--- src/rot_sub_alu_pkg.sv ---
/*
 * Shared constants for the rotate / subtract-with-borrow ALU slice:
 * register offsets on the Wishbone bus, flag positions, reset values,
 * widths and the operation encoding written by software.
 * Assumes a 32-bit classic Wishbone bus with byte addresses.
 */
package rot_sub_alu_pkg;

    // Datapath and bus widths
    localparam int DATA_W    = 8;
    localparam int BUS_W     = 32;
    localparam int SEL_W     = 4;
    localparam int ADR_W     = 8;
    localparam int MEM_DEPTH = 16;
    localparam int MIDX_W    = 4;
    localparam int FLAG_W    = 6;
    localparam int OP_W      = 2;

    // Register byte offsets, one aligned word each
    localparam logic [ADR_W-1:0] OFF_CMD   = 8'h00;
    localparam logic [ADR_W-1:0] OFF_ACC   = 8'h04;
    localparam logic [ADR_W-1:0] OFF_IMM   = 8'h08;
    localparam logic [ADR_W-1:0] OFF_MIDX  = 8'h0C;
    localparam logic [ADR_W-1:0] OFF_MDATA = 8'h10;
    localparam logic [ADR_W-1:0] OFF_FLAGS = 8'h14;

    // Field positions inside the flag register
    localparam int FLAG_CARRY_POS  = 0;
    localparam int FLAG_NIL_POS    = 1;
    localparam int FLAG_RANGE_POS  = 2;
    localparam int FLAG_HALF_POS   = 3;
    localparam int FLAG_SIGNED_POS = 4;
    localparam int FLAG_CHAIN_POS  = 5;

    // Operation field position in the command register
    localparam int OP_LSB = 0;

    // Reset values
    localparam logic [DATA_W-1:0] ACC_RST   = 8'h00;
    localparam logic [DATA_W-1:0] IMM_RST   = 8'h00;
    localparam logic [DATA_W-1:0] MEM_RST   = 8'h00;
    localparam logic [MIDX_W-1:0] MIDX_RST  = 4'h0;
    localparam logic [FLAG_W-1:0] FLAGS_RST = 6'h00;

    // Operation selected by a command write
    typedef enum logic [OP_W-1:0] {
        OP_ROT_CARRY_ACC,
        OP_SUB_MEM_ACC,
        OP_SUB_IMM_ACC,
        OP_SUB_MEM_MEM
    } alu_op_t;

endpackage : rot_sub_alu_pkg

--- src/rotate_right_carry.sv ---
/*
 * Nine-bit rotate right through carry, purely combinational.
 * Assumes the caller decides where the result and carry are stored.
 */
`timescale 1ns/100ps
module rotate_right_carry
    import rot_sub_alu_pkg::*;
(
    // Operands
    input  wire logic [DATA_W-1:0] operand,
    input  wire logic              carryIn,
    // Results
    output logic      [DATA_W-1:0] result,
    output logic                   carryOut
);

    // Old carry enters the top, bit 0 leaves as carry
    assign result   = {carryIn, operand[DATA_W-1:1]};
    assign carryOut = operand[0];

endmodule : rotate_right_carry

--- src/rotate_subtract_carry_alu.sv ---
/*
 * ALU slice for rotate right through carry into the accumulator and
 * three subtract-with-borrow forms, with the accumulator, an immediate
 * byte, a small flip-flop data memory and the status flags, all reached
 * over a classic Wishbone slave with 32-bit data.
 * Assumes one clock, synchronous active-high reset, and a master that
 * holds each request until it sees ack.
 * Assumes software loads the operands and the carry before it writes
 * the command register; every register is one byte in lane 0, and a
 * request is answered one cycle after it is taken.
 */
// Added by the designer: the placing of the registers and register access over Wishbone.
// Overview of operation
// - Rotate: accumulator bit i takes memory bit i+1 for bits 0 to 6.
// - Rotate: old carry into accumulator bit 7, memory bit 0 into carry only.
// - Rotate writes accumulator and carry only; the memory byte stays unchanged.
// - Memory subtract: accumulator minus memory minus inverted carry into accumulator.
// - Every subtract clears carry on negative result, sets it otherwise.
// - Every subtract updates all six arithmetic status flags.
// - Immediate subtract: accumulator minus immediate minus inverted carry into accumulator.
// - Memory-destination subtract writes memory byte, accumulator stays unchanged.
`timescale 1ns/100ps
module rotate_subtract_carry_alu
    import rot_sub_alu_pkg::*;
(
    // Clock and reset
    input  wire logic             clock,
    input  wire logic             rst,
    // Wishbone slave
    input  wire logic             cyc_i,
    input  wire logic             stb_i,
    input  wire logic             we_i,
    input  wire logic [ADR_W-1:0] adr_i,
    input  wire logic [SEL_W-1:0] sel_i,
    input  wire logic [BUS_W-1:0] dat_i,
    output logic      [BUS_W-1:0] dat_o,
    output logic                  ack_o
);

    // Architectural state; _q is the flop, _d its next value
    logic [DATA_W-1:0] acc_q;
    logic [DATA_W-1:0] acc_d;
    logic [DATA_W-1:0] imm_q;
    logic [MIDX_W-1:0] midx_q;
    logic [FLAG_W-1:0] flags_q;
    logic [FLAG_W-1:0] flags_d;
    logic [OP_W-1:0]   lastOp_q;

    // Data memory and its single write port
    logic [DATA_W-1:0] mem_q [MEM_DEPTH];
    logic [DATA_W-1:0] memWrData;
    logic              memWrEn;

    // Bus handshake state
    logic              ack_q;
    logic [BUS_W-1:0]  dat_q;

    // Bus decode
    logic              busReq;
    logic              wrTake;
    logic              laneLow;
    logic [ADR_W-3:0]  wordAdr;
    logic              hitCmd;
    logic              hitAcc;
    logic              hitImm;
    logic              hitMidx;
    logic              hitMdata;
    logic              hitFlags;
    logic              wrCmd;
    logic              wrAcc;
    logic              wrImm;
    logic              wrMidx;
    logic              wrMdata;
    logic              wrFlags;
    logic [DATA_W-1:0] wrByte;
    logic [DATA_W-1:0] rdByte;

    // Operation datapath
    alu_op_t           opSel;
    logic              execute;
    logic [DATA_W-1:0] memOperand;
    logic              carryNow;
    logic [DATA_W-1:0] subRhs;
    logic [DATA_W-1:0] rotResult;
    logic              rotCarry;
    logic [DATA_W-1:0] subResult;
    logic              subNoBorrow;
    logic              subHalf;
    logic              subRange;
    logic              subSigned;
    logic              subZero;
    logic [FLAG_W-1:0] subFlags;

    // Request is taken once; ack answers the following cycle
    assign busReq  = cyc_i & stb_i;
    // Writes land at the edge where the master samples ack high, so a
    // request held through its ack cycle writes exactly once
    assign wrTake  = busReq & we_i & ack_q;
    // Registers are one byte wide, so only the low lane matters
    assign laneLow = sel_i[0];
    assign wordAdr = adr_i[ADR_W-1:2];
    assign wrByte  = dat_i[DATA_W-1:0];

    // Word address decode
    assign hitCmd   = (wordAdr == OFF_CMD[ADR_W-1:2]);
    assign hitAcc   = (wordAdr == OFF_ACC[ADR_W-1:2]);
    assign hitImm   = (wordAdr == OFF_IMM[ADR_W-1:2]);
    assign hitMidx  = (wordAdr == OFF_MIDX[ADR_W-1:2]);
    assign hitMdata = (wordAdr == OFF_MDATA[ADR_W-1:2]);
    assign hitFlags = (wordAdr == OFF_FLAGS[ADR_W-1:2]);

    // Per-register write strobes
    assign wrCmd   = wrTake & laneLow & hitCmd;
    assign wrAcc   = wrTake & laneLow & hitAcc;
    assign wrImm   = wrTake & laneLow & hitImm;
    assign wrMidx  = wrTake & laneLow & hitMidx;
    assign wrMdata = wrTake & laneLow & hitMdata;
    assign wrFlags = wrTake & laneLow & hitFlags;

    // Read mux; unmapped words read as zero but are still acked, so a
    // stray access never stalls the master
    assign rdByte = hitCmd   ? {{(DATA_W-OP_W){1'b0}}, lastOp_q} :
                    hitAcc   ? acc_q :
                    hitImm   ? imm_q :
                    hitMidx  ? {{(DATA_W-MIDX_W){1'b0}}, midx_q} :
                    hitMdata ? mem_q[midx_q] :
                    hitFlags ? {{(DATA_W-FLAG_W){1'b0}}, flags_q} :
                               8'h00;

    // A command write starts the selected operation in that same edge;
    // the operation code travels in the write data, not in a register
    assign execute = wrCmd;
    assign opSel   = alu_op_t'(wrByte[OP_LSB +: OP_W]);

    // Operand fetch: both paths read the byte at the current index,
    // and the carry seen is the one held before this edge
    assign memOperand = mem_q[midx_q];
    assign carryNow   = flags_q[FLAG_CARRY_POS];

    // Immediate form takes its right operand from the immediate byte
    assign subRhs = (opSel == OP_SUB_IMM_ACC) ? imm_q : memOperand;

    // Rotate path
    rotate_right_carry rotUnit (
        .operand  (memOperand),
        .carryIn  (carryNow),
        .result   (rotResult),
        .carryOut (rotCarry)
    );

    // Subtract path, shared by the three subtract forms; one unit keeps
    // the flag terms identical between them
    sub_borrow_unit subUnit (
        .minuend       (acc_q),
        .subtrahend    (subRhs),
        .carryIn       (carryNow),
        .difference    (subResult),
        .noBorrow      (subNoBorrow),
        .halfNoBorrow  (subHalf),
        .rangeExceeded (subRange),
        .signedLess    (subSigned),
        .isZero        (subZero)
    );

    // Full flag set after a subtract; chained nil keeps multi-byte zero,
    // so a chain reads zero only when every byte of it was zero
    always_comb begin
        subFlags                  = '0;
        subFlags[FLAG_CARRY_POS]  = subNoBorrow;
        subFlags[FLAG_NIL_POS]    = subZero;
        subFlags[FLAG_RANGE_POS]  = subRange;
        subFlags[FLAG_HALF_POS]   = subHalf;
        subFlags[FLAG_SIGNED_POS] = subSigned;
        subFlags[FLAG_CHAIN_POS]  = subZero & flags_q[FLAG_CHAIN_POS];
    end

    // Next accumulator, flags and memory write for each operation; the
    // memory write data defaults to the difference, so the memory
    // destination form only has to raise the enable
    always_comb begin
        acc_d     = acc_q;
        flags_d   = flags_q;
        memWrEn   = 1'b0;
        memWrData = subResult;
        if (execute) begin
            // A command write owns the edge; no other register is addressed
            unique case (opSel)
                OP_ROT_CARRY_ACC: begin
                    // Only the carry bit moves; memory is left alone
                    acc_d                   = rotResult;
                    flags_d[FLAG_CARRY_POS] = rotCarry;
                    memWrEn                 = 1'b0;
                end
                OP_SUB_MEM_ACC: begin
                    acc_d   = subResult;
                    flags_d = subFlags;
                end
                OP_SUB_IMM_ACC: begin
                    acc_d   = subResult;
                    flags_d = subFlags;
                end
                OP_SUB_MEM_MEM: begin
                    // Result goes to memory, accumulator untouched
                    memWrEn = 1'b1;
                    flags_d = subFlags;
                end
            endcase
        end else begin
            // Plain register writes from software, lane 0 only
            if (wrAcc) begin
                acc_d = wrByte;
            end
            // Software may preload any flag, such as carry before a chain
            if (wrFlags) begin
                flags_d = wrByte[FLAG_W-1:0];
            end
            // Memory byte at the current index
            if (wrMdata) begin
                memWrEn   = 1'b1;
                memWrData = wrByte;
            end
        end
    end

    // Wishbone answer: ack one cycle after the request, then dropped;
    // read data is caught when the request is taken and stands until
    // the next request is taken
    always_ff @(posedge clock) begin
        if (rst) begin
            ack_q <= 1'b0;
            dat_q <= '0;
        end else begin
            ack_q <= busReq & ~ack_q;
            if (busReq & ~ack_q) begin
                dat_q <= {{(BUS_W-DATA_W){1'b0}}, rdByte};
            end
        end
    end

    // Both bus outputs come straight from flops
    assign ack_o = ack_q;
    assign dat_o = dat_q;

    // Accumulator, eight bits wide throughout; only a command or a
    // direct write moves it
    always_ff @(posedge clock) begin
        if (rst) begin
            acc_q <= ACC_RST;
        end else begin
            acc_q <= acc_d;
        end
    end

    // Status flags; hardware writes them only on a command write and
    // software only on a flag write, so the two never meet in one edge
    always_ff @(posedge clock) begin
        if (rst) begin
            flags_q <= FLAGS_RST;
        end else begin
            flags_q <= flags_d;
        end
    end

    // Immediate operand, written by software only; operations read it
    // but never change it
    always_ff @(posedge clock) begin
        if (rst) begin
            imm_q <= IMM_RST;
        end else if (wrImm) begin
            imm_q <= wrByte;
        end
    end

    // Memory index; upper data bits are dropped on purpose, so a large
    // index is cut to the low bits instead of reading nothing
    always_ff @(posedge clock) begin
        if (rst) begin
            midx_q <= MIDX_RST;
        end else if (wrMidx) begin
            midx_q <= wrByte[MIDX_W-1:0];
        end
    end

    // Last operation code written, kept for read-back only; it never
    // replays, since an operation runs only on the command write itself
    always_ff @(posedge clock) begin
        if (rst) begin
            lastOp_q <= '0;
        end else if (wrCmd) begin
            lastOp_q <= wrByte[OP_LSB +: OP_W];
        end
    end

    // Data memory in flip-flops; reset clears every byte, which costs
    // a wide reset fan-out but keeps reads defined from the start
    always_ff @(posedge clock) begin
        if (rst) begin
            for (int i = 0; i < MEM_DEPTH; i++) begin
                mem_q[i] <= MEM_RST;
            end
        end else if (memWrEn) begin
            mem_q[midx_q] <= memWrData;
        end
    end

endmodule : rotate_subtract_carry_alu

--- src/sub_borrow_unit.sv ---
/*
 * Eight-bit subtract with borrow: minuend - subtrahend - not(carryIn).
 * Produces the difference and the flag terms derived from it.
 * Assumes carry means "no borrow", as the accumulator flags use it.
 */
`timescale 1ns/100ps
module sub_borrow_unit
    import rot_sub_alu_pkg::*;
(
    // Operands
    input  wire logic [DATA_W-1:0] minuend,
    input  wire logic [DATA_W-1:0] subtrahend,
    input  wire logic              carryIn,
    // Results
    output logic      [DATA_W-1:0] difference,
    output logic                   noBorrow,
    output logic                   halfNoBorrow,
    output logic                   rangeExceeded,
    output logic                   signedLess,
    output logic                   isZero
);

    logic [DATA_W:0] wideDiff;
    logic [4:0]      nibbleDiff;
    logic            borrowIn;

    // Borrow is the complement of carry
    assign borrowIn   = ~carryIn;
    assign wideDiff   = {1'b0, minuend} - {1'b0, subtrahend} - {8'h00, borrowIn};
    assign nibbleDiff = {1'b0, minuend[3:0]} - {1'b0, subtrahend[3:0]} - {4'h0, borrowIn};
    assign difference = wideDiff[DATA_W-1:0];

    // Negative means a borrow out of bit 7
    assign noBorrow      = ~wideDiff[DATA_W];
    assign halfNoBorrow  = ~nibbleDiff[4];
    // Overflow: operand signs differ and result sign left the minuend's
    assign rangeExceeded = (minuend[7] ^ subtrahend[7]) & (difference[7] ^ minuend[7]);
    // True signed less-than, corrected for overflow
    assign signedLess    = rangeExceeded ^ difference[7];
    assign isZero        = (difference == 8'h00);

endmodule : sub_borrow_unit

--- config.mk ---
export PLATFORM = sky130hd
export DESIGN_NAME = rotate_subtract_carry_alu
export DESIGN_NICKNAME = d
export VERILOG_FILES = /design/src/rot_sub_alu_pkg.sv /design/src/rotate_right_carry.sv /design/src/rotate_subtract_carry_alu.sv /design/src/sub_borrow_unit.sv
export SDC_FILE = /design/constraint.sdc
export NUM_CORES = 1
export LEC_CHECK = 0
export ABC_AREA = 1
export BUFFER_PORTS_ARGS = -buffer_cell sky130_fd_sc_hd__buf_2
export CORE_MARGIN = 2
export CORE_UTILIZATION = 60
export CTS_BUF_LIST = sky130_fd_sc_hd__clkbuf_4
export CTS_CLUSTER_SIZE = 20
export DETAILED_ROUTE_END_ITERATION = 16
export PLACE_DENSITY = 0.8
export RECOVER_POWER = 50
export SKIP_CTS_REPAIR_TIMING = 1
export SLEW_MARGIN = 10
export SYNTH_ARGS = -nofsm -noshare
export SYNTH_HDL_FRONTEND = slang
export SYNTH_SLANG_ARGS = --single-unit
--- constraint.sdc ---
create_clock -name clock -period 9.6 [get_ports clock]
set_input_delay 1.92 -clock clock [delete_from_list [all_inputs] [get_ports clock]]
set_output_delay 1.92 -clock clock [all_outputs]
set_load 0.1 [all_outputs]
==> results.py <==
metrics = {
    "cts": {
        "cts_root_buf": "clkbuf_4",
        "cts-htree-levels": 4,
        "clk_pin_slew_ps": 140,
        "clockBufferDepth": 2,
        "clk-insertion-delay-late_ps": 580,
        "clock_sinks": 169,
        "cts_made_buffers": 17,
        "cts_tree": "done",
    },
    "grt": {
        "grt.total_usage_pct": 28.6,
        "grt_pass1_wl_um": 34600,
        "grt_antenna_before_repair": 1,
        "overflow": 0,
        "grt_start_max_net_pins": 82,
        "grt_pass1_vias": 6663,
    },
    "status": {
        "status": "complete, but fails checks",
        "violations": "max-capacitance violations, max-slew violations",
    },
    "route": {
        "wl_met1_um": 8830,
        "drc": 0,
        "wl_per_cell_um": 18.0,
        "via_count": 7223,
        "wl_um": 22200,
        "final_antenna_net_count": 0,
        "drt_iter0_drc": 1030,
        "dr_wl_met2_um": 10900,
        "met3WireLength_um": 1920,
        "top_layer": "met4",
        "firstDrtPassIters": 6,
        "routed_via_density": 5.87,
    },
    "logic_synthesis": {
        "ys_top_cells_by_area": "edfxtp_1, nor2_1, dfxtp_1, nand2_1, o21ai_0",
        "ys_seq_elements": 169,
        "syn_area_sq_mm": 0.00883,
        "syn_avg_cell_area_sq_um": 8.61,
        "synthMostInstantiatedCell": "nor2_1",
        "ys_types": 37,
        "synth_edf_count": 128,
        "yosys.area.top_type_share_pct": 43.5,
        "seq_area_frac_synth_pct": 52.8,
        "yosysWarnings": 0,
        "synthCells": 1025,
        "synthTopCellsByCount": "nor2_1, nand2_1, edfxtp_1, inv_1, o21ai_0",
        "synth_area_leader_cell": "edfxtp_1",
        "ys.flop_type": "edfxtp_1",
        "async_reset_ff_share_pct": 0,
    },
    "placement": {
        "place_inst": 1197,
        "hpwl_um": 15100,
        "place_ws_ps": 4340,
        "portBuffers": 28,
        "gp_congestion": 0.969,
    },
    "floorplanning": {
        "die_area_sq_mm": 0.0157,
        "start_util_pct": 61.0,
        "core_sq_mm": 0.0145,
        "rows": 44,
        "ios": 82,
        "die_x_um": 125,
        "die_y_um": 125,
    },
    "cells_and_area": {
        "nets": 1100,
        "drive_gt1_share_pct": 6.51,
        "syn_to_final_growth_pct": 3.68,
        "final_cells": 1230,
    },
    "power": {
        "peakVddDrop_uv": 65.2,
        "p_leak_nw": 3.81,
        "pwr_density_cell_mw_per_mm2": 157,
    },
    "setup_path": {
        "slowest_stage": "clkbuf_1",
        "crit_fanout": 81,
        "crit_required_ps": 9910,
        "crit_buf_inv": 4,
        "end_kind": "flip-flop",
        "crit_type": "reg -> reg",
        "cpLargestDelayFamily": "buffers and inverters",
        "arrival_ps": 6290,
        "cp_slowest_stage_delay_ps": 1470,
        "critPathLaunchType": "flip-flop",
        "crit_chain": "buf_4 -> inv_1 -> clkbuf_1 -> o21ai_0 -> nand3_1 -> nand3_1 -> nand2_1 -> inv_1 -> o21ai_0 -> fa_1 -> ha_1 -> o21ai_0 -> nand2_1 -> nand2_1 -> nand3_1 -> nand2_1 -> nand2_1 -> o21ai_2 -> nor2_1",
        "crit_top_cell": "nand2_1",
    },
    "sta": {
        "setup_ws_ps": 3620,
        "hold_viol_final": 0,
        "setup_viol": 0,
        "period_share_pct": 62.3,
        "worst-slew-pin-transition_ps": 2000,
        "min_period_ps": 5980,
        "relSlewSlack_pct": -33.3,
        "drv_slew": 67,
        "rsz0062_at_grt": "false",
        "finClkSkew_ps": 17.7,
        "max_clock_freq_mhz": 167,
        "setup_tns_ps": 0,
    },
    "flow_run": {
        "maxCapViolations": 2,
    },
    "worst_hold_path": {
        "hp-class": "reg -> reg",
        "min-delay-start": "dat_o[6]$_SDFFE_PP0P_",
    },
}
==> per-layer routing <==
layer,vias to the layer above,track usage (%)
met5,-,0
met4,0,10.5
met3,55,4.88
met2,372,47.2
met1,3408,38.4
li1,3388,-
==> state kept, by name (all words and copies together) (netlist names), named ones only <==
| register | flops |
|---|---|
| acc_q | 8 |
| ack_o | 1 |
| dat_o | 8 |
| flags_q | 6 |
| imm_q | 8 |
| lastOp_q | 2 |
| mem_q | 128 |
| midx_q | 4 |
==> area by class of cell <==
cell class / count / area, sq um
clock buffer: 20 / 150
tap: 184 / 230
sequential: 169 / 4670
multi-input combinational: 727 / 3480
inverter: 84 / 315
antenna: 1 / 2.50
timing repair buffer: 33 / 161
fill: 1266 / 5320
clock inverter: 12 / 151
==> worst min-delay path: cells and delay by family, from the launching register on <==
kind / cells / cell delay [ps]
flip-flops: 1 / 330
AND/OR/NAND/NOR: 1 / 60
AO/OA/AOI/OAI: 1 / 60
==> cells in the final DEF (no fill, tap or decap), drive strengths merged <==
cell type / instances
nor2: 235
nand2: 184
edfxtp: 128
o21ai: 86
inv: 81
a21oi: 58
nand3: 57
dfxtp: 41
clkbuf: 31
o211ai: 29
conb: 24
buf: 22
ha: 17
clkinv: 10
nand4: 9
nor3: 7
a31oi: 5
xnor2: 3
bufinv: 3
xor2: 2
a21o: 2
fa: 2
or2: 2
clkinvlp: 2
diode: 1
nor4: 1
a211oi: 1
o31ai: 1
o21bai: 1
o31a: 1
==> power breakdown <==
group | internal [mW] | total, mW | switching, mW
clock | 0.188 | 0.439 | 0.250
combinational | 0.0333 | 0.189 | 0.155
sequential | 0.801 | 0.806 | 0.00511
total | 1.02 | 1.43 | 0.411
==> final timing paths <==
kind	slack (ps)	cells past startpoint	end
hold reg to reg	470	2	dat_o[6]$_SDFFE_PP0P_
setup / recovery	3620	19	mem_q[14][7]$_SDFFCE_PN0P_
setup reg to reg	3620	19	mem_q[14][7]$_SDFFCE_PN0P_
hold / removal	470	2	dat_o[6]$_SDFFE_PP0P_
==> per-stage QoR <==
step / util [%] / area [sq um] / total power [mW] / hold slack, ps
2_1_floorplan: - / 8920 / 0.969 / 439
3_3_place_gp: 61.9 / 8960 / 1.00 / 451
3_5_place_dp: 61.9 / 8960 / 1.01 / 454
4_1_cts: 63.9 / 9260 / 1.43 / 473
5_1_grt: 63.2 / 9160 / 1.47 / 496
6_report: 63.2 / 9160 / 1.43 / 474
==> cell families after synthesis <==
logic type	count (synthesis)	synth area share, %
other	1	0.0425
adders and majority gates	19	2.86
buffers and inverters	152	7.74
AOI/OAI and AO/OA	184	12.4
DFF	169	52.8
and+or+nand+nor	495	23.6
xor gates and xnor gates	5	0.496
(Power assumes the default switching activity.)
